[config.mk]
export PLATFORM = sky130hd
export DESIGN_NAME = btc_regs
export DESIGN_NICKNAME = d
export VERILOG_FILES = /design/src/common/btc_pkg.sv /design/src/core/btc_regs.sv
export SDC_FILE = /design/constraint.sdc
export NUM_CORES = 1
export LEC_CHECK = 0
export BUFFER_PORTS_ARGS = -buffer_cell sky130_fd_sc_hd__buf_2
export CAP_MARGIN = 20
export CORE_UTILIZATION = 40
export CTS_CLUSTER_SIZE = 30
export DETAILED_ROUTE_END_ITERATION = 8
export PLACE_DENSITY_LB_ADDON = 0.1
export SYNTH_ARGS = -nofsm -noshare
export SYNTH_HDL_FRONTEND = slang
export SYNTH_SLANG_ARGS = --single-unit
[constraint.sdc]
create_clock -name i_clock -period 3.41 [get_ports i_clock]
set_input_delay 0.682 -clock i_clock [delete_from_list [all_inputs] [get_ports i_clock]]
set_output_delay 0.682 -clock i_clock [all_outputs]
set_load 0.005 [all_outputs]
[src/common/btc_pkg.sv]
// constants and types for the block transfer control register bank
// Operation
// writing one to start bit launches transfer
// start bit reads back the busy flag
// control 0 bit 6 selects source layout
// control 0 bit 5 selects destination layout
// control 1 high nibble holds raster code
// control 1 low nibble holds operation code
// layer mode bits 7-6 select scroll mode
// layer mode bit 5 enables window transparency
// layer mode bits 2-0 select blend mode
// host clears scroll bit before buffer scroll
// visibility high nibble sets layer 2 level
// visibility low nibble sets layer 1 level
// source x is ten bits over two
// source y is nine bits over two
// source y high bit 7 picks layer
// destination x is ten bits over two
// destination y is nine bits over two
// destination y high bit 7 picks layer
// width and height ten bits, same split
// busy holds from start until done
// unused bits read zero, ignore writes
package btc_pkg;

  // bus geometry
  localparam int BTC_ADDR_W = 9;
  localparam int BTC_IDX_W  = 7;
  localparam int BTC_NREG   = 16;

  // register indexes, byte address is four times the index
  localparam logic [6:0] BTC_IDX_CTRL0   = 7'h50;
  localparam logic [6:0] BTC_IDX_CTRL1   = 7'h51;
  localparam logic [6:0] BTC_IDX_LMODE   = 7'h52;
  localparam logic [6:0] BTC_IDX_LVIS    = 7'h53;
  localparam logic [6:0] BTC_IDX_SXL     = 7'h54;
  localparam logic [6:0] BTC_IDX_SXH     = 7'h55;
  localparam logic [6:0] BTC_IDX_SYL     = 7'h56;
  localparam logic [6:0] BTC_IDX_SYH     = 7'h57;
  localparam logic [6:0] BTC_IDX_DXL     = 7'h58;
  localparam logic [6:0] BTC_IDX_DXH     = 7'h59;
  localparam logic [6:0] BTC_IDX_DYL     = 7'h5a;
  localparam logic [6:0] BTC_IDX_DYH     = 7'h5b;
  localparam logic [6:0] BTC_IDX_WL      = 7'h5c;
  localparam logic [6:0] BTC_IDX_WH      = 7'h5d;
  localparam logic [6:0] BTC_IDX_HL      = 7'h5e;
  localparam logic [6:0] BTC_IDX_HH      = 7'h5f;

  // writable bits per entry, entry 15 first
  localparam logic [BTC_NREG-1:0][7:0] BTC_WMASK = {
    8'h03, 8'hff, 8'h03, 8'hff,
    8'h81, 8'hff, 8'h03, 8'hff,
    8'h81, 8'hff, 8'h03, 8'hff,
    8'hff, 8'he7, 8'hff, 8'h60};

  // reset value of every stored byte
  localparam logic [7:0] BTC_RST_BYTE = 8'h00;

  // field positions
  localparam int BTC_BIT_START   = 7;
  localparam int BTC_BIT_SRC_LIN = 6;
  localparam int BTC_BIT_DST_LIN = 5;
  localparam int BTC_BIT_FLOAT   = 5;
  localparam int BTC_BIT_LAYER   = 7;

  // axi responses
  localparam logic [1:0] BTC_RESP_OKAY   = 2'h0;
  localparam logic [1:0] BTC_RESP_SLVERR = 2'h2;

  // engine activity
  typedef enum logic {BTC_IDLE, BTC_BUSY} btc_eng_t;

  // decoded settings handed to the transfer datapath
  typedef struct packed {
    logic       src_linear;
    logic       dst_linear;
    logic [3:0] rop;
    logic [3:0] opcode;
    logic [1:0] scroll_mode;
    logic       float_transp;
    logic [2:0] disp_mode;
    logic [3:0] l2_vis;
    logic [3:0] l1_vis;
    logic [9:0] src_x;
    logic [8:0] src_y;
    logic       src_layer;
    logic [9:0] dst_x;
    logic [8:0] dst_y;
    logic       dst_layer;
    logic [9:0] width;
    logic [9:0] height;
  } btc_cfg_t;

  // complete state of the register bank
  typedef struct packed {
    logic [BTC_NREG-1:0][7:0] regs;
    btc_eng_t                 eng;
    logic                     start;
    logic                     aw_got;
    logic [BTC_IDX_W-1:0]     aw_idx;
    logic                     w_got;
    logic [7:0]               w_byte;
    logic                     w_lane;
    logic                     bvalid;
    logic [1:0]               bresp;
    logic                     rvalid;
    logic [7:0]               rbyte;
    logic [1:0]               rresp;
  } btc_state_t;

endpackage

[src/core/btc_regs.sv]
// block transfer control register bank behind an axi4-lite slave
`timescale 1ns/10ps
module btc_regs (
  // clock and reset
  input  wire logic                          i_clock,
  input  wire logic                          i_rst_n,
  // axi4-lite write address
  input  wire logic                          i_awvalid,
  output      logic                          o_awready,
  input  wire logic [btc_pkg::BTC_ADDR_W-1:0] i_awaddr,
  input  wire logic [2:0]                    i_awprot,
  // axi4-lite write data
  input  wire logic                          i_wvalid,
  output      logic                          o_wready,
  input  wire logic [31:0]                   i_wdata,
  input  wire logic [3:0]                    i_wstrb,
  // axi4-lite write response
  output      logic                          o_bvalid,
  input  wire logic                          i_bready,
  output      logic [1:0]                    o_bresp,
  // axi4-lite read address
  input  wire logic                          i_arvalid,
  output      logic                          o_arready,
  input  wire logic [btc_pkg::BTC_ADDR_W-1:0] i_araddr,
  input  wire logic [2:0]                    i_arprot,
  // axi4-lite read data
  output      logic                          o_rvalid,
  input  wire logic                          i_rready,
  output      logic [31:0]                   o_rdata,
  output      logic [1:0]                    o_rresp,
  // transfer datapath side
  output      logic                          o_start,
  output      logic                          o_busy,
  input  wire logic                          i_done,
  output      btc_pkg::btc_cfg_t             o_cfg
);

  // present and next state
  btc_pkg::btc_state_t st_reg;
  btc_pkg::btc_state_t st_next;

  // channel handshakes in this cycle
  logic aw_now;
  logic w_now;
  logic ar_now;

  // write decode
  logic                          have_aw;
  logic                          have_w;
  logic [btc_pkg::BTC_IDX_W-1:0] wr_idx;
  logic [btc_pkg::BTC_IDX_W-1:0] wr_off;
  logic                          wr_hit;
  logic [3:0]                    wr_ent;
  logic [7:0]                    wr_byte;
  logic                          wr_lane;
  logic [7:0]                    wr_mask;

  // read decode
  logic [btc_pkg::BTC_IDX_W-1:0] rd_idx;
  logic [btc_pkg::BTC_IDX_W-1:0] rd_off;
  logic                          rd_hit;
  logic [3:0]                    rd_ent;
  logic [7:0]                    rd_byte;

  // start request seen in this cycle
  logic start_req;

  // prot carries nothing for this bank
  logic unused_prot;
  assign unused_prot = ^{i_awprot, i_arprot, i_wstrb[3:1],
                         i_wdata[31:8]};

  // ready while nothing of that channel is held and no answer waits (write response for aw and w, read data for ar)
  assign o_awready = !st_reg.aw_got && !st_reg.bvalid;
  assign o_wready  = !st_reg.w_got && !st_reg.bvalid;
  assign o_arready = !st_reg.rvalid;

  // handshake terms
  assign aw_now = i_awvalid && o_awready;
  assign w_now  = i_wvalid && o_wready;
  assign ar_now = i_arvalid && o_arready;

  // address or data either held or arriving now
  assign have_aw = st_reg.aw_got || aw_now;
  assign have_w  = st_reg.w_got || w_now;

  // write target from held or live address
  assign wr_idx = st_reg.aw_got ? st_reg.aw_idx
                : i_awaddr[btc_pkg::BTC_IDX_W+1:2];
  assign wr_off = btc_pkg::BTC_IDX_W'(wr_idx - btc_pkg::BTC_IDX_CTRL0);
  assign wr_hit = (wr_idx >= btc_pkg::BTC_IDX_CTRL0)
               && (wr_idx <= btc_pkg::BTC_IDX_HH);
  assign wr_ent = wr_off[3:0];

  // write data from held or live beat, low lane only
  assign wr_byte = st_reg.w_got ? st_reg.w_byte : i_wdata[7:0];
  assign wr_lane = st_reg.w_got ? st_reg.w_lane : i_wstrb[0];
  assign wr_mask = btc_pkg::BTC_WMASK[wr_ent];

  // read target
  assign rd_idx = i_araddr[btc_pkg::BTC_IDX_W+1:2];
  assign rd_off = btc_pkg::BTC_IDX_W'(rd_idx - btc_pkg::BTC_IDX_CTRL0);
  assign rd_hit = (rd_idx >= btc_pkg::BTC_IDX_CTRL0)
               && (rd_idx <= btc_pkg::BTC_IDX_HH);
  assign rd_ent = rd_off[3:0];

  // start request: a one in the start bit of control 0
  assign start_req = have_aw && have_w && wr_hit && wr_lane
                  && (wr_idx == btc_pkg::BTC_IDX_CTRL0)
                  && wr_byte[btc_pkg::BTC_BIT_START];

  // read value, busy replaces the start bit
  always_comb begin
    rd_byte = 8'h00;
    if (rd_hit) begin
      // stored bits only, unused bits stay zero
      rd_byte = st_reg.regs[rd_ent]
              & btc_pkg::BTC_WMASK[rd_ent];
      if (rd_idx == btc_pkg::BTC_IDX_CTRL0) begin
        rd_byte[btc_pkg::BTC_BIT_START] =
          (st_reg.eng == btc_pkg::BTC_BUSY);
      end
    end
  end

  // next state of the whole bank
  always_comb begin
    st_next = st_reg;
    st_next.start = 1'b0;

    // hold an address taken ahead of its data
    if (aw_now) begin
      st_next.aw_got = 1'b1;
      st_next.aw_idx = i_awaddr[btc_pkg::BTC_IDX_W+1:2];
    end

    // hold data taken ahead of its address
    if (w_now) begin
      st_next.w_got  = 1'b1;
      st_next.w_byte = i_wdata[7:0];
      st_next.w_lane = i_wstrb[0];
    end

    // both halves present: perform the write
    if (have_aw && have_w) begin
      st_next.aw_got = 1'b0;
      st_next.w_got  = 1'b0;
      st_next.bvalid = 1'b1;
      st_next.bresp  = wr_hit ? btc_pkg::BTC_RESP_OKAY
                              : btc_pkg::BTC_RESP_SLVERR;
      // masked store keeps unused bits at zero
      if (wr_hit && wr_lane) begin
        st_next.regs[wr_ent] = wr_byte & wr_mask;
      end
    end

    // response leaves once taken
    if (st_reg.bvalid && i_bready) begin
      st_next.bvalid = 1'b0;
    end

    // engine: done ends a transfer
    if (i_done && st_reg.eng == btc_pkg::BTC_BUSY) begin
      st_next.eng = btc_pkg::BTC_IDLE;
    end

    // a start while busy is dropped, even beside a done in the same cycle
    if (start_req && st_reg.eng == btc_pkg::BTC_IDLE) begin
      st_next.eng   = btc_pkg::BTC_BUSY;
      st_next.start = 1'b1;
    end

    // read: answer one cycle after the address
    if (ar_now) begin
      st_next.rvalid = 1'b1;
      st_next.rbyte  = rd_byte;
      st_next.rresp  = rd_hit ? btc_pkg::BTC_RESP_OKAY
                              : btc_pkg::BTC_RESP_SLVERR;
    end else if (st_reg.rvalid && i_rready) begin
      st_next.rvalid = 1'b0;
    end
  end

  // state register, synchronous reset
  always_ff @(posedge i_clock) begin
    if (!i_rst_n) begin
      st_reg.regs   <= {btc_pkg::BTC_NREG{btc_pkg::BTC_RST_BYTE}};
      st_reg.eng    <= btc_pkg::BTC_IDLE;
      st_reg.start  <= 1'b0;
      st_reg.aw_got <= 1'b0;
      st_reg.aw_idx <= '0;
      st_reg.w_got  <= 1'b0;
      st_reg.w_byte <= 8'h00;
      st_reg.w_lane <= 1'b0;
      st_reg.bvalid <= 1'b0;
      st_reg.bresp  <= btc_pkg::BTC_RESP_OKAY;
      st_reg.rvalid <= 1'b0;
      st_reg.rbyte  <= 8'h00;
      st_reg.rresp  <= btc_pkg::BTC_RESP_OKAY;
    end else begin
      st_reg <= st_next;
    end
  end

  // bus answers straight from flops
  assign o_bvalid = st_reg.bvalid;
  assign o_bresp  = st_reg.bresp;
  assign o_rvalid = st_reg.rvalid;
  assign o_rdata  = {24'h000000, st_reg.rbyte};
  assign o_rresp  = st_reg.rresp;

  // engine handshake
  assign o_start = st_reg.start;
  assign o_busy  = (st_reg.eng == btc_pkg::BTC_BUSY);

  // byte views of the stored entries
  logic [7:0] r_ctrl0;
  logic [7:0] r_ctrl1;
  logic [7:0] r_lmode;
  logic [7:0] r_lvis;
  logic [7:0] r_sxl;
  logic [7:0] r_sxh;
  logic [7:0] r_syl;
  logic [7:0] r_syh;
  logic [7:0] r_dxl;
  logic [7:0] r_dxh;
  logic [7:0] r_dyl;
  logic [7:0] r_dyh;
  logic [7:0] r_wl;
  logic [7:0] r_wh;
  logic [7:0] r_hl;
  logic [7:0] r_hh;

  // entries laid out in index order
  assign {r_hh, r_hl, r_wh, r_wl,
          r_dyh, r_dyl, r_dxh, r_dxl,
          r_syh, r_syl, r_sxh, r_sxl,
          r_lvis, r_lmode, r_ctrl1, r_ctrl0} = st_reg.regs;

  // layout selects
  assign o_cfg.src_linear = r_ctrl0[btc_pkg::BTC_BIT_SRC_LIN];
  assign o_cfg.dst_linear = r_ctrl0[btc_pkg::BTC_BIT_DST_LIN];

  // raster and operation codes, stored as written
  assign o_cfg.rop    = r_ctrl1[7:4];
  assign o_cfg.opcode = r_ctrl1[3:0];

  // layer scroll, transparency and blend modes
  assign o_cfg.scroll_mode  = r_lmode[7:6];
  assign o_cfg.float_transp = r_lmode[btc_pkg::BTC_BIT_FLOAT];
  assign o_cfg.disp_mode    = r_lmode[2:0];

  // per-layer visibility in eighths
  assign o_cfg.l2_vis = r_lvis[7:4];
  assign o_cfg.l1_vis = r_lvis[3:0];

  // source point and layer
  assign o_cfg.src_x     = {r_sxh[1:0], r_sxl};
  assign o_cfg.src_y     = {r_syh[0], r_syl};
  assign o_cfg.src_layer = r_syh[btc_pkg::BTC_BIT_LAYER];

  // destination point and layer
  assign o_cfg.dst_x     = {r_dxh[1:0], r_dxl};
  assign o_cfg.dst_y     = {r_dyh[0], r_dyl};
  assign o_cfg.dst_layer = r_dyh[btc_pkg::BTC_BIT_LAYER];

  // transfer size
  assign o_cfg.width  = {r_wh[1:0], r_wl};
  assign o_cfg.height = {r_hh[1:0], r_hl};

endmodule

==> run summary, run 1 <==
In this run the worst path has a maximum fanout of 16. The layout overhead on the synthesized area was 8.240%. STA puts the critical path data arrival time at 3.05 ns. The reg2reg setup slack came out at 0.70 ns. The synthesized netlist occupies a cell area of 7835 um^2.

Aggregate global-route resource usage: 21.29%. For the number of global-route vias before repair, the log shows 5581. The detailed-route via count was 5780. TritonCTS built the clock tree. For this run, the number of standard cells in the final layout without fillers is 1112. For the number of ports placed on the die boundary, the log shows 195. For the final clock skew, the log shows 0.009955 ns.

The commonest non-fill, non-tap cell in the layout was dfxtp_1. The buffer depth of the longest clock path came out at 2. After synthesis, the share of flip-flops with an asynchronous set or reset is 0%. Dividing total power by cell area gives a power density of 477.1 nW/um^2. Critical path start-end classification: reg2reg.

Detailed placement finished with a half-perimeter wire length of 14640 um. Setup repair after global routing left no endpoint under its margin. Setup violations remaining at the end of the flow were counted as 0.

The tools report the max-slew violation count as 0. Of the cells placed in the final design, the portion with a size suffix greater than 1 is 27.23%. The tree built by TritonCTS fans out to 154 sinks. Number of flip-flops in the largest register: 18. The tools report the number of antenna diodes as 0. The Yosys step of the flow raised 0 warnings.

The core region is 18960 um^2. The total overflow reported by the global router came out at 0. For hold timing, the worst endpoint is r_syh[4]. After detailed routing, the average wire length per cell comes to 18.66 um. Synthesis inferred 154 register bits. The min-delay analysis places its worst path in the category reg2reg.

The timing-limited maximum frequency is 0.3688 GHz, and the critical path data required time is 3.75 ns. The tool flagged a number of max-cap violations equal to 0. Dividing the final minimum period by the clock period gives 79.52%. The sort of element at the start of the critical path is a register. The clock tree root driver cell is clkbuf_16. Worst hold slack: 0.4614 ns. The number of antenna violations at the first check in global routing is 0. The final count of hold timing violations came out at 0.

The total clock buffers created by CTS was 17; the measured slew at the worst slew-check pin was 0.9171 ns. For this design, the CTS-stage hold fixing added 0 buffers. Summing the sequential cell areas from Yosys gives 39.35% of the chip area. The average size of a mapped cell is 9.497 um^2. After detailed placement, the total cell area comes to 7915 um^2. After detailed routing, the number of remaining DRC violations is 0.

The run gives 0.7858 as the final weighted congestion in routability-driven placement. The capturing element type of the critical path is a register. The number of placement rows was 50; the number of enable flip-flop cells after synthesis was 0. The gate count after technology mapping came out at 825. Headroom to the max-slew limit came out at 38.31%.

The worst register-to-register path begins at st_reg[31]. The final critical delay including setup and external delays came out at 2.712 ns. In the layout the commonest cells are 154 x dfxtp_1, 130 x buf_2, 76 x mux2i_1, 69 x nand2_1, 54 x nand3_1.

The number of nets still failing antenna checks after routing was 0. Number of resized instances in the post-cts repair step: 0. The later pin in the worst-skew pair is clocked with a latency of 0.43 ns. The flow ran to the end, and the final reports show no timing, DRC or antenna violations.

The end of the worst register-to-register path was r_hl[4]. For this run, the detailed router's first-pass iteration total came to 4. The number of I/O port buffers is 131, and the worst hold path depth is 2.

Using the TritonRoute via totals, the vias-per-cell ratio works out to 5.198. The largest net degree at the start of global routing is 90, and the initial core utilization is 41.33%. Measured on the finished design, the core utilization comes to 44.74%.

Yosys mapped the design onto 54 distinct sky130hd cell types. The startpoint of the tightest hold check path was r_syh[4]. The die width is 142.0 um. In this run, placement finished with an instance count of 1080.

For the setup total negative slack, the log shows 0 ns. The layout has 1865 filler cells. For this run, the leading register cell type out of synthesis is dfxtp_1. The largest voltage drop on the vdd net came out at 0.3472 mV. The total detailed-routing wirelength is 20750 um, and the number of nets in the finished design is 909. The first global-routing pass estimated 31970 um of wire.

The depth of the most critical reg-to-reg path is 8. The starting DRC count in detailed routing is 365, and the clock input transition at the sequential cells of the worst setup and hold paths is 0.06 ns. After routing the design area is 8481 um^2. In this run the number of H-tree levels came out at 4. Buffers added to address setup during post-CTS repair amount to 0. The static leakage came out at 3.898 nW.

The die is 142.0 um tall. The run gives 20150 um^2 as the die footprint.
[power by group]
group	total, W	internal (W)	switching, W
registers	0.00185	0.00182	0.0000245
clock network	0.00183	0.00107	0.000761
logic	0.000373	0.000136	0.000236
[final cells by class]
| type | instances | area, um^2 | share of cell area, % |
|---|---|---|---|
| Multi-Input combinational cell | 510 | 3671 | 43.29 |
| Sequential cell | 154 | 3083 | 36.35 |
| Timing Repair Buffer | 150 | 813.3 | 9.590 |
| Clock buffer | 23 | 478.0 | 5.636 |
| Tap cell | 260 | 325.3 | 3.836 |
| Clock inverter | 9 | 87.58 | 1.033 |
| Inverter | 6 | 22.52 | 0.2656 |
[stage by stage]
stage | worst slack, ns | power, W
global placement | 0.6659 | 0.002248
floorplan | 0.9604 | 0.002167
global route | 0.4768 | 0.004195
CTS | 0.6671 | 0.004076
detailed placement | 0.6624 | 0.002260
finish | 0.6983 | 0.004046
[worst max path at each step]
stage | from | endpoint | slack (ns)
after floorplan | st_reg[31] | r_dyl[3] | 0.96
final | st_reg[31] | r_hl[4] | 0.70
after detailed placement | i_araddr[3] | o_rdata[0] | 0.66
after CTS | st_reg[31] | r_syl[5] | 0.67
after global placement | i_araddr[3] | o_rdata[0] | 0.67
after global routing | st_reg[31] | r_sxh[5] | 0.48
[synthesized netlist by cell type (all sizes together), types with 2 or more instances]
master,count,share of area (%)
a2111oi,2,0.22
a211o,3,0.34
a211oi,10,1.2
a21boi,10,0.96
a21oi,10,0.64
a22o,4,0.45
a31oi,2,0.16
and2,4,0.32
and3,27,2.2
buf,147,13
clkbuf,33,1.6
dfxtp,154,39
ha,2,0.32
inv,6,0.29
mux2,12,1.7
mux2i,76,9.7
mux4,24,6.9
nand2,69,3.3
nand2b,5,0.40
nand3,56,3.7
nand3b,5,0.48
nand4,15,1.4
nor2,17,0.81
nor2b,37,3.0
nor3,7,0.45
nor3b,5,0.48
o211a,2,0.26
o211ai,3,0.29
o21ai,53,3.4
o221a,2,0.29
o22ai,4,0.32
or2,4,0.32
or3b,2,0.26
xnor2,2,0.22
[logic make-up after synthesis]
group	synth area share [%]
AO/OA/AOI/OAI	9.550
XOR/XNOR	0.2236
adder cells (fa/ha/maj)	0.3193
buffers and inverters	15.00
flip-flops	39.35
multiplexers	18.33
other	0.04786
AND/OR/NAND/NOR	17.18
[per-layer routing]
| metal | vias up | GRT usage (%) | wire length [um] |
|---|---|---|---|
| met5 | - | 0 | 0 |
| li1 | 2800 | - | - |
| met3 | 29 | 3.567 | 960 |
| met2 | 169 | 35.52 | 9972 |
| met1 | 2782 | 27.68 | 9347 |
| met4 | 0 | 7.753 | 468 |
[critical path, stage by stage (launching register included)]
cell	delay [ns]
dfxtp_1	0.65
buf_4	0.29
mux2_2	0.35
ha_1	0.27
inv_1	0.05
o211ai_1	0.15
o211ai_1	0.17
or2_2	0.49
o21ai_0	0.20
No activity file was read; power rests on OpenSTA's default activity.
==> run 2, diff against run 1 <==
--- a/config.mk
+++ b/config.mk
@@ -5,6 +5,7 @@
 export SDC_FILE = /design/constraint.sdc
 export NUM_CORES = 1
 export LEC_CHECK = 0
+export ABC_AREA = 1
 export BUFFER_PORTS_ARGS = -buffer_cell sky130_fd_sc_hd__buf_2
 export CAP_MARGIN = 20
 export CORE_UTILIZATION = 40
==> constraint.sdc (replaced) <==
create_clock -name i_clock -period 2.3 [get_ports i_clock]
set_input_delay 0.46 -clock i_clock [delete_from_list [all_inputs] [get_ports i_clock]]
set_output_delay 0.46 -clock i_clock [all_outputs]
set_load 0.005 [all_outputs]
==> run 2 against run 1 <==
  * Hold slack worse by 0.26 ns
  * Total power up 72%
  * Clock power up 60%
  * Register-to-register slack worse by 0.49 ns
  * Global-route usage up 1.6 points
  * Critical path type unchanged
  * Core utilization up 0.87 points
  * Clock-buffer cell count down 2
  * Highest routed layer unchanged
  * Critical endpoint is now r_syl[3]
==> run summary, run 2 <==
The flow ran to the end, and the final reports show no timing, DRC or antenna violations. The fraction of power spent switching nets works out to 28.72% (+3.5 points). For the maximum level of the CTS H-tree, the log shows 4 (unchanged). The largest voltage drop on the vdd net is 0.5411 mV (+56%). The worst setup path is captured at a register. The total power per unit cell area was 750.8 nW/um^2 (+57%).

Relative to the synthesized area, the layout overhead comes to 11.34%. The area taken by flip-flops and latches was 3204 um^2 (+3.9%). Number of antenna violations at the first check in global routing: 0 (unchanged).

The number of I/O port buffers is 131 (unchanged). For the buffer depth of the longest clock path, the log shows 2 (unchanged). The wire length per cell after detailed routing was 16.13 um (-14%). The via-per-instance ratio came out at 4.882 (-6.1%). The run gives 4.105 nW (+5.3%) as the static leakage. The tools report the number of sinks on the clock net as 160 (+3.9%).

The commonest non-fill, non-tap cell in the layout is nand2_1. The most frequent cell on the critical path was inv_1. For the final weighted congestion in routability-driven placement, the log shows 0.8172 (+4.0%). The path type of the worst min-delay path is in2reg.

The run gives 0 (unchanged) as the number of warning messages in the yosys log. TritonCTS built the clock tree. Family with the most delay on the worst path: buffers and inverters. The setup path with the least slack is of type reg2reg.

The average size of a mapped cell is 7.010 um^2 (-26%). The number of placement rows is 52 (+4.0%). The DRC violation count after routing is 0 (unchanged). The core area came out at 20360 um^2 (+7.4%). The worst setup path is launched from a register. The gate count after technology mapping was 1190 (+44%); the post-synthesis async set-or-reset flop share was 0% (unchanged).

Among all cell types in the netlist, the one instantiated most often is nand2_1. Initial core utilization: 40.96% (-0.37 points). The logs give 22.92% (+1.6 points) for the aggregate global-route resource usage and 0 (unchanged) for the number of antenna diodes. The number of nets still failing antenna checks after routing came out at 0 (unchanged). The number of ports placed on the die boundary is 195 (unchanged). The cell accounting for the most synthesized area was dfxtp_1.

The total setup violations reported at the end of the flow was 0 (unchanged). The number of global-route vias before repair was 6620 (+19%); the starting DRC count in detailed routing was 469 (+28%). Unique cell type count in the Yosys netlist: 40 (-26%).

The measured slew at the worst slew-check pin is 0.5687 ns (-0.3484 ns), and the total detailed-routing wirelength is 24300 um (+17%). The worst-case headroom to the max-slew limit is 62.04% (+24 points), and the fraction of final layout cells sized beyond drive strength 1 is 19.98% (-7.2 points). The commonest register cell after synthesis is dfxtp_1.

The tools report the setup total negative slack as 0 ns (unchanged). The logs give 0 (unchanged) for the final count of hold timing violations and 0 (unchanged) for the total overflow reported by the global router. Number of enable flip-flop cells after synthesis: 0 (unchanged). The placed wire-length estimate after detailed placement was 16510 um (+13%); the final clock skew was 0.008010 ns (-0.001945 ns). The tools report the number of nets in the finished design as 1293 (+42%).

The clock network fraction of total power was 42.0% (-3.2 points); the global-route wire length before repair was 37680 um (+18%). The die footprint was 21440 um^2 (+6.4%). The share of the core filled with cells is 45.61% (+0.87 points), and the flip-flop and latch count after synthesis is 160 (+3.9%). The switching power of the nets came out at 0.002003 W (+96%).

The number of flip-flops in the largest register is 18 (unchanged), and the detailed-route via count is 7353 (+27%). The largest net degree at the start of global routing is 98 (+8.9%), and the share of power burned in combinational logic is 16.7% (+7.5 points). The tools report the register share of total power as 41.3% (-4.3 points). Area of the multi-input gates: 3642 um^2 (-0.78%). The run gives 2141 (+15%) as the number of fill cells in the layout. The final critical delay including setup and external delays works out to 2.090 ns (-0.6218 ns).

Slowest cell on the critical path: dfxtp_2. The run gives 17 (unchanged) as the total clock buffers created by CTS. The clock input transition at the sequential cells of the worst setup and hold paths came out at 0.06 ns (about the same). Setup repair after global routing left no endpoint under its margin. The die width came out at 146.4 um (+3.1%). The proportion of netlist area held by the largest area contributor was 38.40% (-0.95 points); the critical path data required time was 2.66 ns (-1.09 ns). The data arrival time of the critical path was 2.45 ns (-0.60 ns).

The peak per-stage delay on the critical path is 0.44 ns (-0.21 ns), and the insertion delay of the later-clocked pin in the worst-skew pair is 0.44 ns (about the same). In the synthesized netlist, the cells that appear most often are 244 x nand2_1, 160 x dfxtp_1, 143 x a21oi_1. The tools report the clock tree root driver cell as clkbuf_16. The height of the die works out to 146.4 um (+3.1%). The max-slew violation count was 0 (unchanged); the timing-limited maximum frequency was 0.4785 GHz (+30%).

Ranked by total cell area, the synthesized netlist is headed by dfxtp_1 38%, buf_4 11%, nand2_1 11%. The maximum fanout encountered on the critical timing path is 12 (-4). In the layout the commonest cells are 244 x nand2_1, 159 x dfxtp_1, 143 x a21oi_1, 131 x buf_2, 120 x nor2_1. First-pass iteration count of the detailed router: 5 (+1). The run gives 0.004970 W (+64%) as the total internal power. Traced cell by cell, the critical path runs through inv_1 > nand2_1 > nand2_2 > ha_1 > o21ai_0 > inv_1 > nand2_1 > inv_1 > nand4_1 > a21oi_1. The total buffers and inverters traversed by the critical path came out at 3 (+1).

The post-synthesis sequential area ratio was 38.40% (-0.95 points). For the total of max-cap violations, the log shows 0 (unchanged). The part of the cycle the worst path needs was 90.87% (+11 points). The netlist area before placement came out at 8342 um^2 (+6.5%).
## run 2: layout make-up
| type | count | share of cell area (%) |
|---|---|---|
| inverters | 108 | 4.432 |
| repair buffers | 171 | 11.77 |
| flip-flops and latches | 160 | 34.50 |
| well taps | 270 | 3.637 |
| multi-input cells | 765 | 39.22 |
| clock buffers | 21 | 4.958 |
| clock inverters | 11 | 1.482 |
## run 2: timing repair
action / 4_1_cts / 5_1_grt
gates resized for setup: 0 / 2
setup buffers: 0 / 3
endpoints found under the setup margin: 0 / 34
hold buffers: 0 / 0
## run 2: power by group through the flow
stage	Combinational, W	Sequential, W	Clock (W)
after detailed placement	0.00113	0.00294	0
after floorplan	0.000714	0.00293	0
final	0.00116	0.00288	0.00293
after CTS	0.00113	0.00288	0.00297
after global routing	0.00127	0.00289	0.00311
after global placement	0.00113	0.00294	0
## run 2: worst reg2reg max path, cell delays in order (launching register included)
cell	delay (ns)
dfxtp_2	0.44
inv_1	0.16
nand2_1	0.10
nand2_2	0.09
ha_1	0.28
o21ai_0	0.07
inv_1	0.08
nand2_1	0.05
inv_1	0.42
nand4_1	0.16
a21oi_1	0.17
## run 2: path summary, 6_finish.rpt
check	startpoint	end	depth (start not counted)	slack, ns
setup / recovery	st_reg[31]	r_syl[3]	10	0.21
setup reg to reg	st_reg[31]	r_syl[3]	10	0.21
hold reg to reg	r_hh[3]	r_hh[3]	2	0.44
hold / removal	i_bready	o_bvalid	2	0.20
## run 2: stage by stage
step	power [W]	hold WS (ns)	instances	setup WS, ns	cell area, um^2
after detailed placement	0.004072	0.4262	1471	0.06608	8650
after floorplan	0.003643	0.4148	1215	0.4667	8436
after CTS	0.006990	0.1880	1503	0.04792	9248
after global routing	0.007276	0.1824	1506	0.05542	9288
final	0.006973	0.1974	1506	0.2101	9288
after global placement	0.004073	0.4261	1471	0.05916	8650
## run 2: logic make-up after synthesis
kind of cell             share of synthesized area (%)
flip-flops                                       38.40
buffers and inverters                            19.12
adder cells (fa/ha/maj)                         0.2999
other                                          0.04495
AND/OR/NAND/NOR                                  23.94
AO/OA/AOI/OAI                                    18.09
XOR/XNOR                                        0.1050
## run 2: routing by layer
layer  vias up  routed length, um  global-route usage, %
met5         -                  0                      0
met4         0                377                  6.823
met3        26               1135                  4.563
met2       179              10800                  34.98
met1      3387              11980                  32.47
li1       3761                  -                      -
==> run 3, diff against run 2 <==
--- a/config.mk
+++ b/config.mk
@@ -5,10 +5,9 @@
 export SDC_FILE = /design/constraint.sdc
 export NUM_CORES = 1
 export LEC_CHECK = 0
-export ABC_AREA = 1
 export BUFFER_PORTS_ARGS = -buffer_cell sky130_fd_sc_hd__buf_2
 export CAP_MARGIN = 20
-export CORE_UTILIZATION = 40
+export CORE_UTILIZATION = 39
 export CTS_CLUSTER_SIZE = 30
 export DETAILED_ROUTE_END_ITERATION = 8
 export PLACE_DENSITY_LB_ADDON = 0.1
==> run 3 against run 2 <==
  * Hold slack better by 0.087 ns
  * Core utilization down 0.49 points
  * Critical path depth down 3
  * Sequential share of layout area up 0.39 points
  * Sequential power down 5%
  * Fmax down 6.0%
  * Routed wire length down 12%
  * Critical endpoint is now r_syh[6]
  * Cell count down 24%
  * Non-clock buffer count up 13
  * First-iteration DRC count down 44%
==> run summary, run 3 (synthesis results as in run 1) <==
The run gives 46.18% (-16 points) as the worst-case headroom to the max-slew limit. The die width was 143.7 um (-1.8%). For the worst hold slack, the log shows 0.2840 ns (+0.08662 ns).

The area after detailed placement came out at 8207 um^2 (-5.1%). The logs give 32420 um (-14%) for the global-route wire length before repair and 8838 um^2 (-4.8%) for the area of all placed cells without fillers. The number of I/O port buffers was 131 (unchanged). TritonCTS built the clock tree. The total setup violations reported at the end of the flow was 0 (unchanged). In this run the most critical hold path is launched from i_wdata[1]. Height of the die: 143.7 um (-1.8%).

The total of max-cap violations is 0 (unchanged). Leaving out fill and tap cells, the most frequent cell in the layout is dfxtp_1. The largest voltage drop on the vdd net is 0.4988 mV (-7.8%), and the layout overhead on the synthesized area is 12.81%. The total power draw is 0.006192 W (-11%).

Number of placement rows: 51 (-1.9%). Final critical delay including setup and external delays: 2.223 ns (+0.1333 ns). The run gives 21.23% (-1.7 points) as the aggregate global-route resource usage. The logs give 5691 (-14%) for the number of global-route vias before repair and 5914 (-20%) for the detailed-route via count.

The starting DRC count in detailed routing came out at 262 (-44%). The peak per-stage delay on the critical path was 0.45 ns (about the same); the final weighted congestion in routability-driven placement was 0.8662 (+6.0%). The critical path data required time is 2.60 ns (-0.06 ns).

In the layout the commonest cells are 153 x dfxtp_1, 130 x buf_2, 76 x mux2i_1, 69 x nand2_1, 54 x nand3_1. Maximum fanout encountered on the critical timing path: 20 (+8). The worst hold path depth was 3 (+1); the static leakage was 4.076 nW (-0.69%). The max-slew violation count was 0 (unchanged). The depth of the most critical reg-to-reg path works out to 7 (-3). The final clock skew was 0.008895 ns (+0.0008843 ns); the number of nets in the finished design was 943 (-27%). Die footprint: 20660 um^2 (-3.6%). In this design, the critical path's most frequently occurring cell is buf_4.

The data arrival time of the critical path was 2.52 ns (+0.07 ns). The wire length per cell after detailed routing came out at 18.53 um (+15%). The number of non-filler instances in the completed layout is 1151 (-24%), and the via-per-instance ratio is 5.138 (+5.2%). The measured slew at the worst slew-check pin was 0.8057 ns (+0.2370 ns); the clock input transition at the sequential cells of the worst setup and hold paths was 0.07 ns (about the same). The worst hold path belongs to the class in2reg. The maximum level of the CTS H-tree is 4 (unchanged), and the part of the cycle the worst path needs is 96.66% (+5.8 points).

Number of antenna violations at the first check in global routing: 0 (unchanged). The run gives 0.4498 GHz (-6.0%) as the timing-limited maximum frequency. For the share of the core filled with cells, the log shows 45.12% (-0.49 points). The family with the most delay on the worst path is buffers and inverters. Worst hold endpoint: st_reg[16]. On the critical path, the stage with the largest delay is an instance of or3b_4. The number of nets still failing antenna checks after routing is 0 (unchanged), and the number of buffers inserted for hold repair after clock tree synthesis is 0 (unchanged).

The insertion delay of the later-clocked pin in the worst-skew pair came out at 0.43 ns (about the same). The run finished with clean final reports. The worst setup path is of the reg2reg kind. The placed wire-length estimate after detailed placement came out at 15410 um (-6.7%).

STA classifies the critical path endpoint as a register. The number of instances in the placed design was 1118 (-24%). The run gives 154 (-3.8%) as the number of sinks on the clock net. Setup repair after global routing left no endpoint under its margin. The final count of hold timing violations came out at 0 (unchanged).

CTS placed an instance of clkbuf_16 at the clock tree root. The core area was 19590 um^2 (-3.8%). The number of ports placed on the die boundary was 195 (unchanged); the buffer depth of the longest clock path was 2 (unchanged).

Sort of element at the start of the critical path: a register. The logs give 0 (unchanged) for the DRC violation count after routing and 21330 um (-12%) for the total detailed-routing wirelength. The number of antenna diodes was 0 (unchanged); the depth of the critical timing path with buffers and inverters included was 7 (-3). Number of fill cells in the layout: 1895 (-11%). The signal on the critical path passes through buf_4 > or3b_4 > a211oi_2 > buf_4 > nand4_2 > buf_4 > mux2i_1.

The largest net degree at the start of global routing came out at 45 (-54%). The total clock buffers created by CTS was 17 (unchanged). The total buffers and inverters traversed by the critical path works out to 3 (unchanged). The fraction of final layout cells sized beyond drive strength 1 is 30.47% (+10 points). The end of the worst register-to-register path was r_syh[6].

The initial core utilization was 39.99% (-0.97 points); the number of flip-flops in the largest register was 18 (unchanged). The logs give 0.08 ns (-0.13 ns) for the reg2reg setup slack and 0 (unchanged) for the total overflow reported by the global router. The total power per unit cell area was 700.6 nW/um^2 (-6.7%). In this run the critical register-to-register path is launched from st_reg[31]. First-pass iteration count of the detailed router: 5 (unchanged).
[run 3: power breakdown]
part           switching [W]  leakage, nW  internal [W]  total, W
clock                0.00119        0.281       0.00167   0.00285
sequential         0.0000294         1.24       0.00270   0.00273
combinational       0.000371         2.55      0.000238  0.000609
[run 3: worst max path at each step]
stage / endpoint / startpoint
global placement: o_rdata[7] / i_araddr[3]
floorplan: r_dyl[3] / st_reg[31]
CTS: r_lmode[6] / st_reg[31]
global route: r_syl[6] / st_reg[31]
finish: r_syh[6] / st_reg[31]
detailed placement: r_lmode[6] / st_reg[31]
[run 3: cell type report]
type,count,area [um^2],share of cell area (%)
Sequential cell,154,3084,34.90
Tap cell,265,331.6,3.751
Inverter,6,22.52,0.2548
Multi-Input combinational cell,510,3692,41.78
Clock buffer,20,456.7,5.167
Clock inverter,12,141.4,1.600
Timing Repair Buffer,184,1110,12.56
[run 3: what timing repair did]
item                       CTS  global route
setup endpoints to repair    5            55
pin swaps                    2             1
buffers inserted             0             1
resized for setup            0             7
[run 3: layer usage]
metal	GRT usage [%]	part of all wire (%)
met1	27.71	46
met2	34.36	48
met3	4.598	4.4
met4	7.671	2.2
met5	0	0
[run 3: metrics by stage]
stage               setup TNS (ns)  setup slack (ns)
global placement         -0.009169         -0.009169
finish                           0           0.07676
CTS                     -0.0001630        -0.0001630
global route                     0          0.002784
detailed placement       -0.007870         -0.007870
floorplan                        0           0.02673
[run 3: worst reg2reg max path, stage by stage (launching register included)]
cell,delay [ns]
dfxtp_2,0.36
buf_4,0.21
or3b_4,0.45
a211oi_2,0.23
buf_4,0.22
nand4_2,0.24
buf_4,0.27
mux2i_1,0.12
